===== src/include/timer_pkg.sv =====
// Purpose: constants and types shared by the interval timer channel files.
// Assumes: control and count bytes arrive as one-cycle write strobes on mclk.
// Notes:   mode field values are the control byte encodings, don't-care bits zero.
//
// How it works
// - square wave counts only while gate is high; period is N clock pulses.
// - square wave loads on the clock pulse after control byte and count.
// - square wave output low and gate falls: output goes high at once.
// - new square wave count waits for half-cycle end unless a trigger comes.
// - even square count: output high, load N, step by 2, toggle at zero.
// - odd square count: load N-1, high (N+1)/2 pulses, low (N-1)/2 pulses.
// - square wave starting low goes high at half count, low at zero.
// - software strobe: load without decrement, zero after N+1 pulses, one-pulse low.
// - gate low around the strobe holds output low until gate returns high.
// - software strobe reloads after the full count; a first byte changes nothing.
// - writing a new count retriggers software strobe, N+1 pulses later.
// - hardware strobe: gate rising edge loads count, strobe N+1 pulses later.
// - hardware strobe takes a new count only at the next trigger.
// - hardware strobe exists only on channel 2.
// - non-latch control byte write resets the channel at once: output high, square wave low unless written twice.
// - counts load and decrement on the clock pulse falling edge.
// - gate is sampled on the clock pulse rising edge.
// - counters continue past zero: strobe modes wrap, square wave reloads.
// - channel 3 holds only an 8-bit count of mode 0.
// - trigger is a gate rising edge; clock pulse is rise then fall.
// - mode field bits 3..1: square x11, software 100, hardware 101.
// - control bit 0 set selects decimal counting, clear selects binary.

package timer_pkg;

   // ***********************************************
   // control byte layout
   // ***********************************************
   localparam int CTRL_BCD_BIT   = 0;
   localparam int CTRL_MODE_LSB  = 1;
   localparam int CTRL_MODE_MSB  = 3;
   localparam int CTRL_RW_LSB    = 4;
   localparam int CTRL_RW_MSB    = 5;

   localparam logic [1:0] RW_LATCH = 2'h0;
   localparam logic [1:0] RW_LOW   = 2'h1;
   localparam logic [1:0] RW_HIGH  = 2'h2;
   localparam logic [1:0] RW_BOTH  = 2'h3;

   localparam logic [2:0] MODE_SQUARE_CODE = 3'h3;
   localparam logic [2:0] MODE_SW_CODE     = 3'h4;
   localparam logic [2:0] MODE_HW_CODE     = 3'h5;

   // ***********************************************
   // channel numbers and reset values
   // ***********************************************
   localparam int CHANNEL_HW_STROBE = 2;
   localparam int CHANNEL_BYTE_ONLY = 3;
   localparam logic [15:0] COUNT_RESET = 16'h0000;
   localparam logic        OUT_RESET   = 1'b1;
   localparam logic [2:0]  STEP_ONE    = 3'h1;
   localparam logic [2:0]  STEP_TWO    = 3'h2;

   typedef enum logic [1:0] {
      MODE_OFF    = 2'b00,
      MODE_SQUARE = 2'b01,
      MODE_SW     = 2'b10,
      MODE_HW     = 2'b11
   } mode_type;

   typedef enum logic [1:0] {
      ST_IDLE  = 2'b00,
      ST_ARMED = 2'b01,
      ST_RUN   = 2'b10,
      ST_WRAP  = 2'b11
   } run_type;

   typedef struct packed {
      logic       ctrl_wr;
      logic       data_wr;
      logic [7:0] data;
   } host_write_type;

   function automatic mode_type decode_mode(input logic [7:0] ctrl, input int channel);
      logic [2:0] code;
      code = ctrl[CTRL_MODE_MSB:CTRL_MODE_LSB];
      if (channel == CHANNEL_BYTE_ONLY) begin
         decode_mode = MODE_OFF;
      end else if (code[1:0] == MODE_SQUARE_CODE[1:0]) begin
         decode_mode = MODE_SQUARE;
      end else if (code == MODE_SW_CODE) begin
         decode_mode = MODE_SW;
      end else if (code == MODE_HW_CODE && channel == CHANNEL_HW_STROBE) begin
         decode_mode = MODE_HW;
      end else begin
         decode_mode = MODE_OFF;
      end
   endfunction

endpackage


===== src/design/timer_channel.sv =====
// Purpose: one channel of the interval timer: square wave and strobe modes.
// Assumes: tclk and gate are synchronous to mclk and far slower than it.
// Notes:   count moves only in the mclk cycle that sees tclk fall; output also on control writes and square wave gate fall.
`timescale 1ns/1ps
`default_nettype none

module timer_channel #(
   parameter int CHANNEL = 2
) (
   input  wire logic                     mclk,
   input  wire logic                     rst_n,
   input  wire timer_pkg::host_write_type host,
   input  wire logic                     tclk,
   input  wire logic                     gate,
   output logic                          out,
   output logic [15:0]                   count_value
);

   // ***********************************************
   // elaboration check
   // ***********************************************
   generate
      if (CHANNEL != 0 && CHANNEL != 2 && CHANNEL != 3) begin : bad_channel
         $error("timer_channel: CHANNEL must be 0, 2 or 3");
      end
   endgenerate

   // ***********************************************
   // declarations
   // ***********************************************
   logic                 tclk_q;
   logic                 gate_q;
   logic                 gate_s;
   logic                 trig_pend;
   logic [15:0]          cr;
   logic                 byte_hi;
   timer_pkg::mode_type  mode;
   logic [1:0]           rw;
   logic                 bcd;
   logic                 dbl;
   logic                 count_full;
   timer_pkg::run_type   st;
   logic [15:0]          ce;
   logic                 load_pend;
   logic                 odd_hold;
   logic                 pulse_rise;
   logic                 pulse_fall;
   logic                 gate_fell;
   logic                 ctrl_ok;
   timer_pkg::mode_type  next_mode;
   logic [2:0]           step;
   logic [15:0]          stepped;
   logic [15:0]          reload;

   assign pulse_rise = tclk & ~tclk_q;
   assign pulse_fall = ~tclk & tclk_q;
   assign gate_fell  = ~gate & gate_q;
   // a latch command carries rw 00; it belongs elsewhere and must not reset us
   assign ctrl_ok    = host.ctrl_wr && host.data[timer_pkg::CTRL_RW_MSB:timer_pkg::CTRL_RW_LSB]
                       != timer_pkg::RW_LATCH;
   assign next_mode  = timer_pkg::decode_mode(host.data, CHANNEL);
   assign step       = (mode == timer_pkg::MODE_SQUARE) ? timer_pkg::STEP_TWO
                                                        : timer_pkg::STEP_ONE;
   // clearing bit 0 gives N-1 for odd N in binary and decimal alike
   assign reload     = (mode == timer_pkg::MODE_SQUARE) ? {cr[15:1], 1'b0} : cr;

   count_step u_step (
      .value  (ce),
      .bcd    (bcd),
      .step   (step),
      .result (stepped)
   );

   // ***********************************************
   // clock pulse and gate sampling
   // ***********************************************
   always_ff @(posedge mclk or negedge rst_n) begin
      if (!rst_n) begin
         tclk_q    <= 1'b0;
         gate_q    <= 1'b0;
         // high so that a gate idling high gives no false trigger after reset
         gate_s    <= 1'b1;
         trig_pend <= 1'b0;
      end else begin
         tclk_q <= tclk;
         gate_q <= gate;
         if (pulse_rise) begin
            gate_s <= gate;
         end
         if (ctrl_ok) begin
            trig_pend <= 1'b0;
         end else if (pulse_rise && gate && !gate_s) begin
            trig_pend <= 1'b1;
         end else if (pulse_fall) begin
            trig_pend <= 1'b0;
         end
      end
   end

   // ***********************************************
   // host writes
   // ***********************************************
   always_ff @(posedge mclk or negedge rst_n) begin
      if (!rst_n) begin
         cr         <= timer_pkg::COUNT_RESET;
         byte_hi    <= 1'b0;
         mode       <= timer_pkg::MODE_OFF;
         rw         <= timer_pkg::RW_LOW;
         bcd        <= 1'b0;
         dbl        <= 1'b0;
         count_full <= 1'b0;
      end else begin
         count_full <= 1'b0;
         if (ctrl_ok) begin
            mode    <= next_mode;
            bcd     <= (CHANNEL == timer_pkg::CHANNEL_BYTE_ONLY) ? 1'b0
                       : host.data[timer_pkg::CTRL_BCD_BIT];
            rw      <= (CHANNEL == timer_pkg::CHANNEL_BYTE_ONLY) ? timer_pkg::RW_LOW
                       : host.data[timer_pkg::CTRL_RW_MSB:timer_pkg::CTRL_RW_LSB];
            byte_hi <= 1'b0;
            dbl     <= (next_mode == timer_pkg::MODE_SQUARE);
         end else if (host.data_wr) begin
            dbl <= 1'b0;
            if (CHANNEL == timer_pkg::CHANNEL_BYTE_ONLY) begin
               cr         <= {8'h00, host.data};
               count_full <= 1'b1;
            end else begin
               case (rw)
                  timer_pkg::RW_LOW: begin
                     cr         <= {8'h00, host.data};
                     count_full <= 1'b1;
                  end
                  timer_pkg::RW_HIGH: begin
                     cr         <= {host.data, 8'h00};
                     count_full <= 1'b1;
                  end
                  default: begin
                     // low byte first; only the high byte completes the count
                     if (byte_hi) begin
                        cr[15:8]   <= host.data;
                        count_full <= 1'b1;
                     end else begin
                        cr[7:0] <= host.data;
                     end
                     byte_hi <= ~byte_hi;
                  end
               endcase
            end
         end
      end
   end

   // ***********************************************
   // counting element and output
   // ***********************************************
   always_ff @(posedge mclk or negedge rst_n) begin
      if (!rst_n) begin
         st          <= timer_pkg::ST_IDLE;
         ce          <= timer_pkg::COUNT_RESET;
         out         <= timer_pkg::OUT_RESET;
         load_pend   <= 1'b0;
         odd_hold    <= 1'b0;
      end else if (ctrl_ok) begin
         st        <= timer_pkg::ST_IDLE;
         load_pend <= 1'b0;
         odd_hold  <= 1'b0;
         // square wave starts low unless the byte came twice in a row
         out       <= (next_mode == timer_pkg::MODE_SQUARE) ? dbl : 1'b1;
      end else begin
         if (count_full) begin
            case (mode)
               timer_pkg::MODE_SQUARE: begin
                  if (st == timer_pkg::ST_IDLE) begin
                     load_pend <= 1'b1;
                  end
               end
               timer_pkg::MODE_SW: begin
                  load_pend <= 1'b1;
               end
               timer_pkg::MODE_HW: begin
                  if (st == timer_pkg::ST_IDLE) begin
                     st <= timer_pkg::ST_ARMED;
                  end
               end
               default: begin
               end
            endcase
         end
         if (mode == timer_pkg::MODE_SQUARE && gate_fell && !out) begin
            out <= 1'b1;
         end else if (pulse_fall) begin
            case (mode)
               timer_pkg::MODE_SQUARE: begin
                  if (load_pend || (trig_pend && st == timer_pkg::ST_RUN)) begin
                     ce        <= reload;
                     st        <= timer_pkg::ST_RUN;
                     load_pend <= 1'b0;
                     odd_hold  <= 1'b0;
                  end else if (st == timer_pkg::ST_RUN && gate_s) begin
                     if (odd_hold) begin
                        out      <= ~out;
                        ce       <= reload;
                        odd_hold <= 1'b0;
                     end else if (stepped == 16'h0000) begin
                        if (cr[0] && out) begin
                           ce       <= 16'h0000;
                           odd_hold <= 1'b1;
                        end else begin
                           out <= ~out;
                           ce  <= reload;
                        end
                     end else begin
                        ce <= stepped;
                     end
                  end
               end
               timer_pkg::MODE_SW: begin
                  if (!out && gate_s) begin
                     out <= 1'b1;
                  end
                  if (load_pend) begin
                     ce        <= cr;
                     st        <= timer_pkg::ST_RUN;
                     load_pend <= 1'b0;
                  end else if (st != timer_pkg::ST_IDLE && gate_s) begin
                     ce <= stepped;
                     if (st == timer_pkg::ST_RUN && stepped == 16'h0000) begin
                        out <= 1'b0;
                        st  <= timer_pkg::ST_WRAP;
                     end
                  end
               end
               timer_pkg::MODE_HW: begin
                  out <= 1'b1;
                  if (trig_pend && st != timer_pkg::ST_IDLE) begin
                     ce <= cr;
                     st <= timer_pkg::ST_RUN;
                  end else if (st == timer_pkg::ST_RUN || st == timer_pkg::ST_WRAP) begin
                     ce <= stepped;
                     if (st == timer_pkg::ST_RUN && stepped == 16'h0000) begin
                        out <= 1'b0;
                        st  <= timer_pkg::ST_WRAP;
                     end
                  end
               end
               default: begin
               end
            endcase
         end
      end
   end

   always_ff @(posedge mclk or negedge rst_n) begin
      if (!rst_n) begin
         count_value <= timer_pkg::COUNT_RESET;
      end else begin
         count_value <= ce;
      end
   end

   // ***********************************************
   // checks
   // ***********************************************
   function automatic logic digits_ok(input logic [15:0] v);
      digits_ok = v[3:0] <= 4'h9 && v[7:4] <= 4'h9 && v[11:8] <= 4'h9 && v[15:12] <= 4'h9;
   endfunction
endmodule

`default_nettype wire


===== src/design/count_step.sv =====
// Purpose: one down-count step of 1 or 2, binary or four-digit decimal.
// Assumes: decimal input digits are valid; step is 1 or 2.
// Notes:   purely combinational.
`timescale 1ns/1ps
`default_nettype none

module count_step (
   input  wire logic [15:0] value,
   input  wire logic        bcd,
   input  wire logic [2:0]  step,
   output logic      [15:0] result
);

   logic [4:0]  borrow;
   logic [15:0] dec_val;

   assign borrow[0] = 1'b0;

   genvar g;
   generate
      for (g = 0; g < 4; g++) begin : digit
         logic [4:0] sub;
         logic [4:0] diff;
         assign sub  = (g == 0) ? {2'h0, step} : {4'h0, borrow[g]};
         assign diff = {1'b0, value[4*g+3:4*g]} - sub;
         // a negative digit borrows from the next and wraps by adding ten
         assign borrow[g+1]       = diff[4];
         assign dec_val[4*g+3:4*g] = diff[4] ? diff[3:0] + 4'ha : diff[3:0];
      end
   endgenerate

   assign result = bcd ? dec_val : value - {13'h0000, step};

endmodule

`default_nettype wire


===== config.mk =====
export PLATFORM = sky130hd
export DESIGN_NAME = timer_channel
export DESIGN_NICKNAME = d
export VERILOG_FILES = /design/src/include/timer_pkg.sv /design/src/design/timer_channel.sv /design/src/design/count_step.sv
export SDC_FILE = /design/constraint.sdc
export NUM_CORES = 1
export LEC_CHECK = 0
export ABC_AREA = 1
export BUFFER_PORTS_ARGS = -buffer_cell sky130_fd_sc_hd__clkbuf_2
export CAP_MARGIN = 20
export CORE_ASPECT_RATIO = 0.8
export CORE_MARGIN = 4
export CORE_UTILIZATION = 45
export DETAILED_ROUTE_END_ITERATION = 8
export PLACE_DENSITY = 0.68
export SYNTH_ARGS = -nofsm -noshare
export SYNTH_HDL_FRONTEND = slang
export SYNTH_HIERARCHICAL = 1
export SYNTH_SLANG_ARGS = --single-unit

===== constraint.sdc =====
create_clock -name mclk -period 4.54 [get_ports mclk]
set_input_delay 0.454 -clock mclk [delete_from_list [all_inputs] [get_ports mclk]]
set_output_delay 0.454 -clock mclk [all_outputs]
set_load 0.01 [all_outputs]

==> out/metrics.cfg <==
[grt]
grt_pass1_wl_mm = 21.18
grt_pass1_vias = 4386
grt_antenna_before_repair = 0
grt_start_max_net_pins = 36
grt_overflow_total = 0
grt_util_all_layers_pct = 21.99

[power]
pwr-share-comb_pct = 46.4
power.leakage_nw = 2.930
p_int_mw = 1.777
power_density_nw_per_um2 = 552.9
switchingPower_mw = 1.358
p_clk_share_pct = 22.6
peakVddDrop_mv = 0.2204
p_total_mw = 3.135
seq_power_share_pct = 31.0
swShare_pct = 43.31

[min_path]
worstHoldPathType = in -> async

[setup_path]
r2r_start = mode[1]
crit_type = reg -> reg
cpMaxStageDelayCell = dfrtp_1
path_max_fanout = 7
crit_top_cell = ha_4
r2r-end = ce[12]
cp-start-kind = register
cp_data_required_time_ns = 4.81
critical_path_arrival_ns = 4.62
slowest_delay_ns = 0.38
crit_path_end_kind = register
r2r_cells = 30
rrSetupSlack_ns = 0.19

[sta]
fin_setup_tns_ns = 0
fmax_ghz = 0.2298
skew_ns = 0.008806
finalCritPeriodShare_pct = 95.84
worst_pin_slew_ns = 0.7281
holdWs_ns = 0.1766
drv_slew = 0
slew_headroom_pct = 51.46
setup_viol = 0
finalHoldViolCount = 0
post-route-min-period_ns = 4.351

[floorplanning]
die_w_um = 122.4
coreArea_um2 = 10240
die_y_um = 99.52
start_util_pct = 46.00
ios = 31
rows = 33
die-area_um2 = 12180

[yosys]
avgSynthCellArea_um2 = 6.739
ys_seq_area_share_pct = 34.61
ys_ff_latch = 65
ys_types = 40
syn_nets = 733
synth_area_um2 = 4711
syn_inst = 699
yosys_warnings = 6

[cts]
numClockSinks = 65
cts_tree = yes
cts_root_buffer = clkbuf_16
cts_buffer_depth = 2
clkTransAtPathRegs_ns = 0.06
numCtsBuffers = 9
clk_latency_ns = 0.34
htreeDepth = 3

[routing]
routedWlPerCell_um = 14.27
first_pass_iters = 5
vias = 4562
vias_per_cell = 5.063
drc_errors = 0
antenna_left = 0
first_iter_violations = 324
routed_wl_mm = 12.86

[job]
cap_violations = 0

[cells_and_area]
layout.cells.most_common = nand2_1
area_growth_syn_to_layout_pct = 20.37
layout_common_cells = nand2_1, inv_1, nor2_1
final_cell_count_no_fill = 901
final_area_um2 = 5670
fin_nets = 790
drive_above_1_share_pct = 18.13
diodes = 0

[placement]
portBuffers = 30
dpl.cell_count = 874
placed_area_um2 = 5091
place_congestion = 0.8881
dp_hpwl_mm = 9.267

[run_status]
status = finished, final reports clean

per-layer routing:
| layer | vias to the layer above | global-route usage [%] | share of wire (%) |
|---|---|---|---|
| li1 | 2291 | - | - |
| met1 | 2141 | 31.75 | 49 |
| met2 | 120 | 34.16 | 45 |
| met3 | 10 | 3.582 | 5.9 |
| met4 | 0 | 6.196 | 0.98 |
| met5 | - | 0 | 0 |
cell families (layout without fill, tap and decap cells):
group	Yosys count	after routing	synth area share (%)
other	1	1	0.07960
xor gates and xnor gates	8	8	1.487
and+or+nand+nor	400	403	37.64
muxes	1	1	0.3186
DFF	65	65	34.61
adders and majority gates	20	20	5.472
AOI/OAI and AO/OA	67	67	8.526
buffers and inverters	137	196	11.87
metrics by stage:
step | util [%] | worst slack [ns]
6_report | 55.38 | 0.1890
3_5_place_dp | 49.72 | -0.1794
5_1_grt | 55.38 | -0.01081
2_1_floorplan | - | 0.02162
3_3_place_gp | 49.72 | -0.01157
4_1_cts | 54.33 | 0.01599
critical path: cells and delay by family, from the launching register on:
kind	cells	cell delay (ns)
buf+inv	6	0.48
fa+ha+maj	8	1.52
flops	1	0.38
compound gates	2	0.28
simple gates	13	1.43
xor+xnor	1	0.20
worst max path at each step:
stage	start	endpoint	slack (ns)	depth (start not counted)
after floorplan	mode[1]	ce[6]	0.02	31
after global placement	mode[0]	ce[15]	-0.01	31
after detailed placement	mode[1]	ce[4]	-0.18	30
after CTS	mode[1]	ce[9]	0.02	33
after global routing	mode[1]	ce[13]	-0.01	31
final	mode[1]	ce[12]	0.19	30
sequential cells by signal, indices dropped and copies added (netlist names):
signal / flops
rw: 2
count_full: 1
st: 2
ce: 16
out: 1
load_pend: 1
gate_s: 1
mode: 2
bcd: 1
trig_pend: 1
cr: 16
tclk_q: 1
dbl: 1
odd_hold: 1
count_value: 16
gate_q: 1
byte_hi: 1
cell type report:
type	instances	area (um^2)
clock inverters	4	52.55
well taps	140	175.2
clock buffers	12	246.5
multi-input cells	500	2743
repair buffers	57	356.6
flip-flops and latches	65	1630
inverters	123	466.7
fillers	1019	4569
synthesized netlist by cell type:
master | number | area, um^2
a31oi_1 | 2 | 12.51
or2_2 | 1 | 6.260
buf_1 | 1 | 3.750
inv_1 | 118 | 442.9
nand2_1 | 207 | 777.0
o211ai_1 | 4 | 30.03
dfrtp_1 | 62 | 1551
or2_0 | 1 | 6.260
a31oi_4 | 2 | 42.54
o21ai_0 | 33 | 165.2
buf_6 | 3 | 33.78
ha_1 | 19 | 237.7
nor3_1 | 1 | 5.000
a21oi_1 | 15 | 75.07
dfstp_2 | 3 | 78.83
nand2_4 | 4 | 45.04
nor2_1 | 86 | 322.8
o21ai_4 | 1 | 16.27
inv_6 | 1 | 8.760
a21o_1 | 1 | 7.510
mux2_4 | 1 | 15.01
and2_1 | 1 | 6.260
inv_2 | 3 | 11.26
nor2_2 | 6 | 37.54
nand3_1 | 51 | 255.2
nor2_4 | 9 | 101.4
nand4_1 | 23 | 143.9
buf_4 | 3 | 22.52
xor2_1 | 5 | 43.79
conb_1 | 1 | 3.750
buf_2 | 5 | 25.02
clkinv_1 | 1 | 3.750
o21ai_1 | 5 | 25.02
nand3_2 | 1 | 10.01
o31ai_1 | 2 | 15.01
clkbuf_1 | 2 | 7.510
o22ai_1 | 2 | 12.51
nand2_2 | 9 | 56.30
fa_1 | 1 | 20.02
xnor2_1 | 3 | 26.28
repair_timing:
action / in CTS / in global routing
pin swaps: 9 / 9
endpoints found under the setup margin: 17 / 18
setup buffers: 6 / 2
hold buffers: 0 / 0
resized for setup: 24 / 16
gates cloned: 3 / 0
power groups by stage:
stage,Combinational (mW),Clock [mW],Sequential [mW]
after floorplan,0.935,0,0.950
after global placement,1.30,0,0.965
after detailed placement,1.33,0,0.972
after CTS,1.39,0.720,0.967
after global routing,1.63,0.749,1.00
final,1.45,0.710,0.971
(Power assumes the default switching activity.)
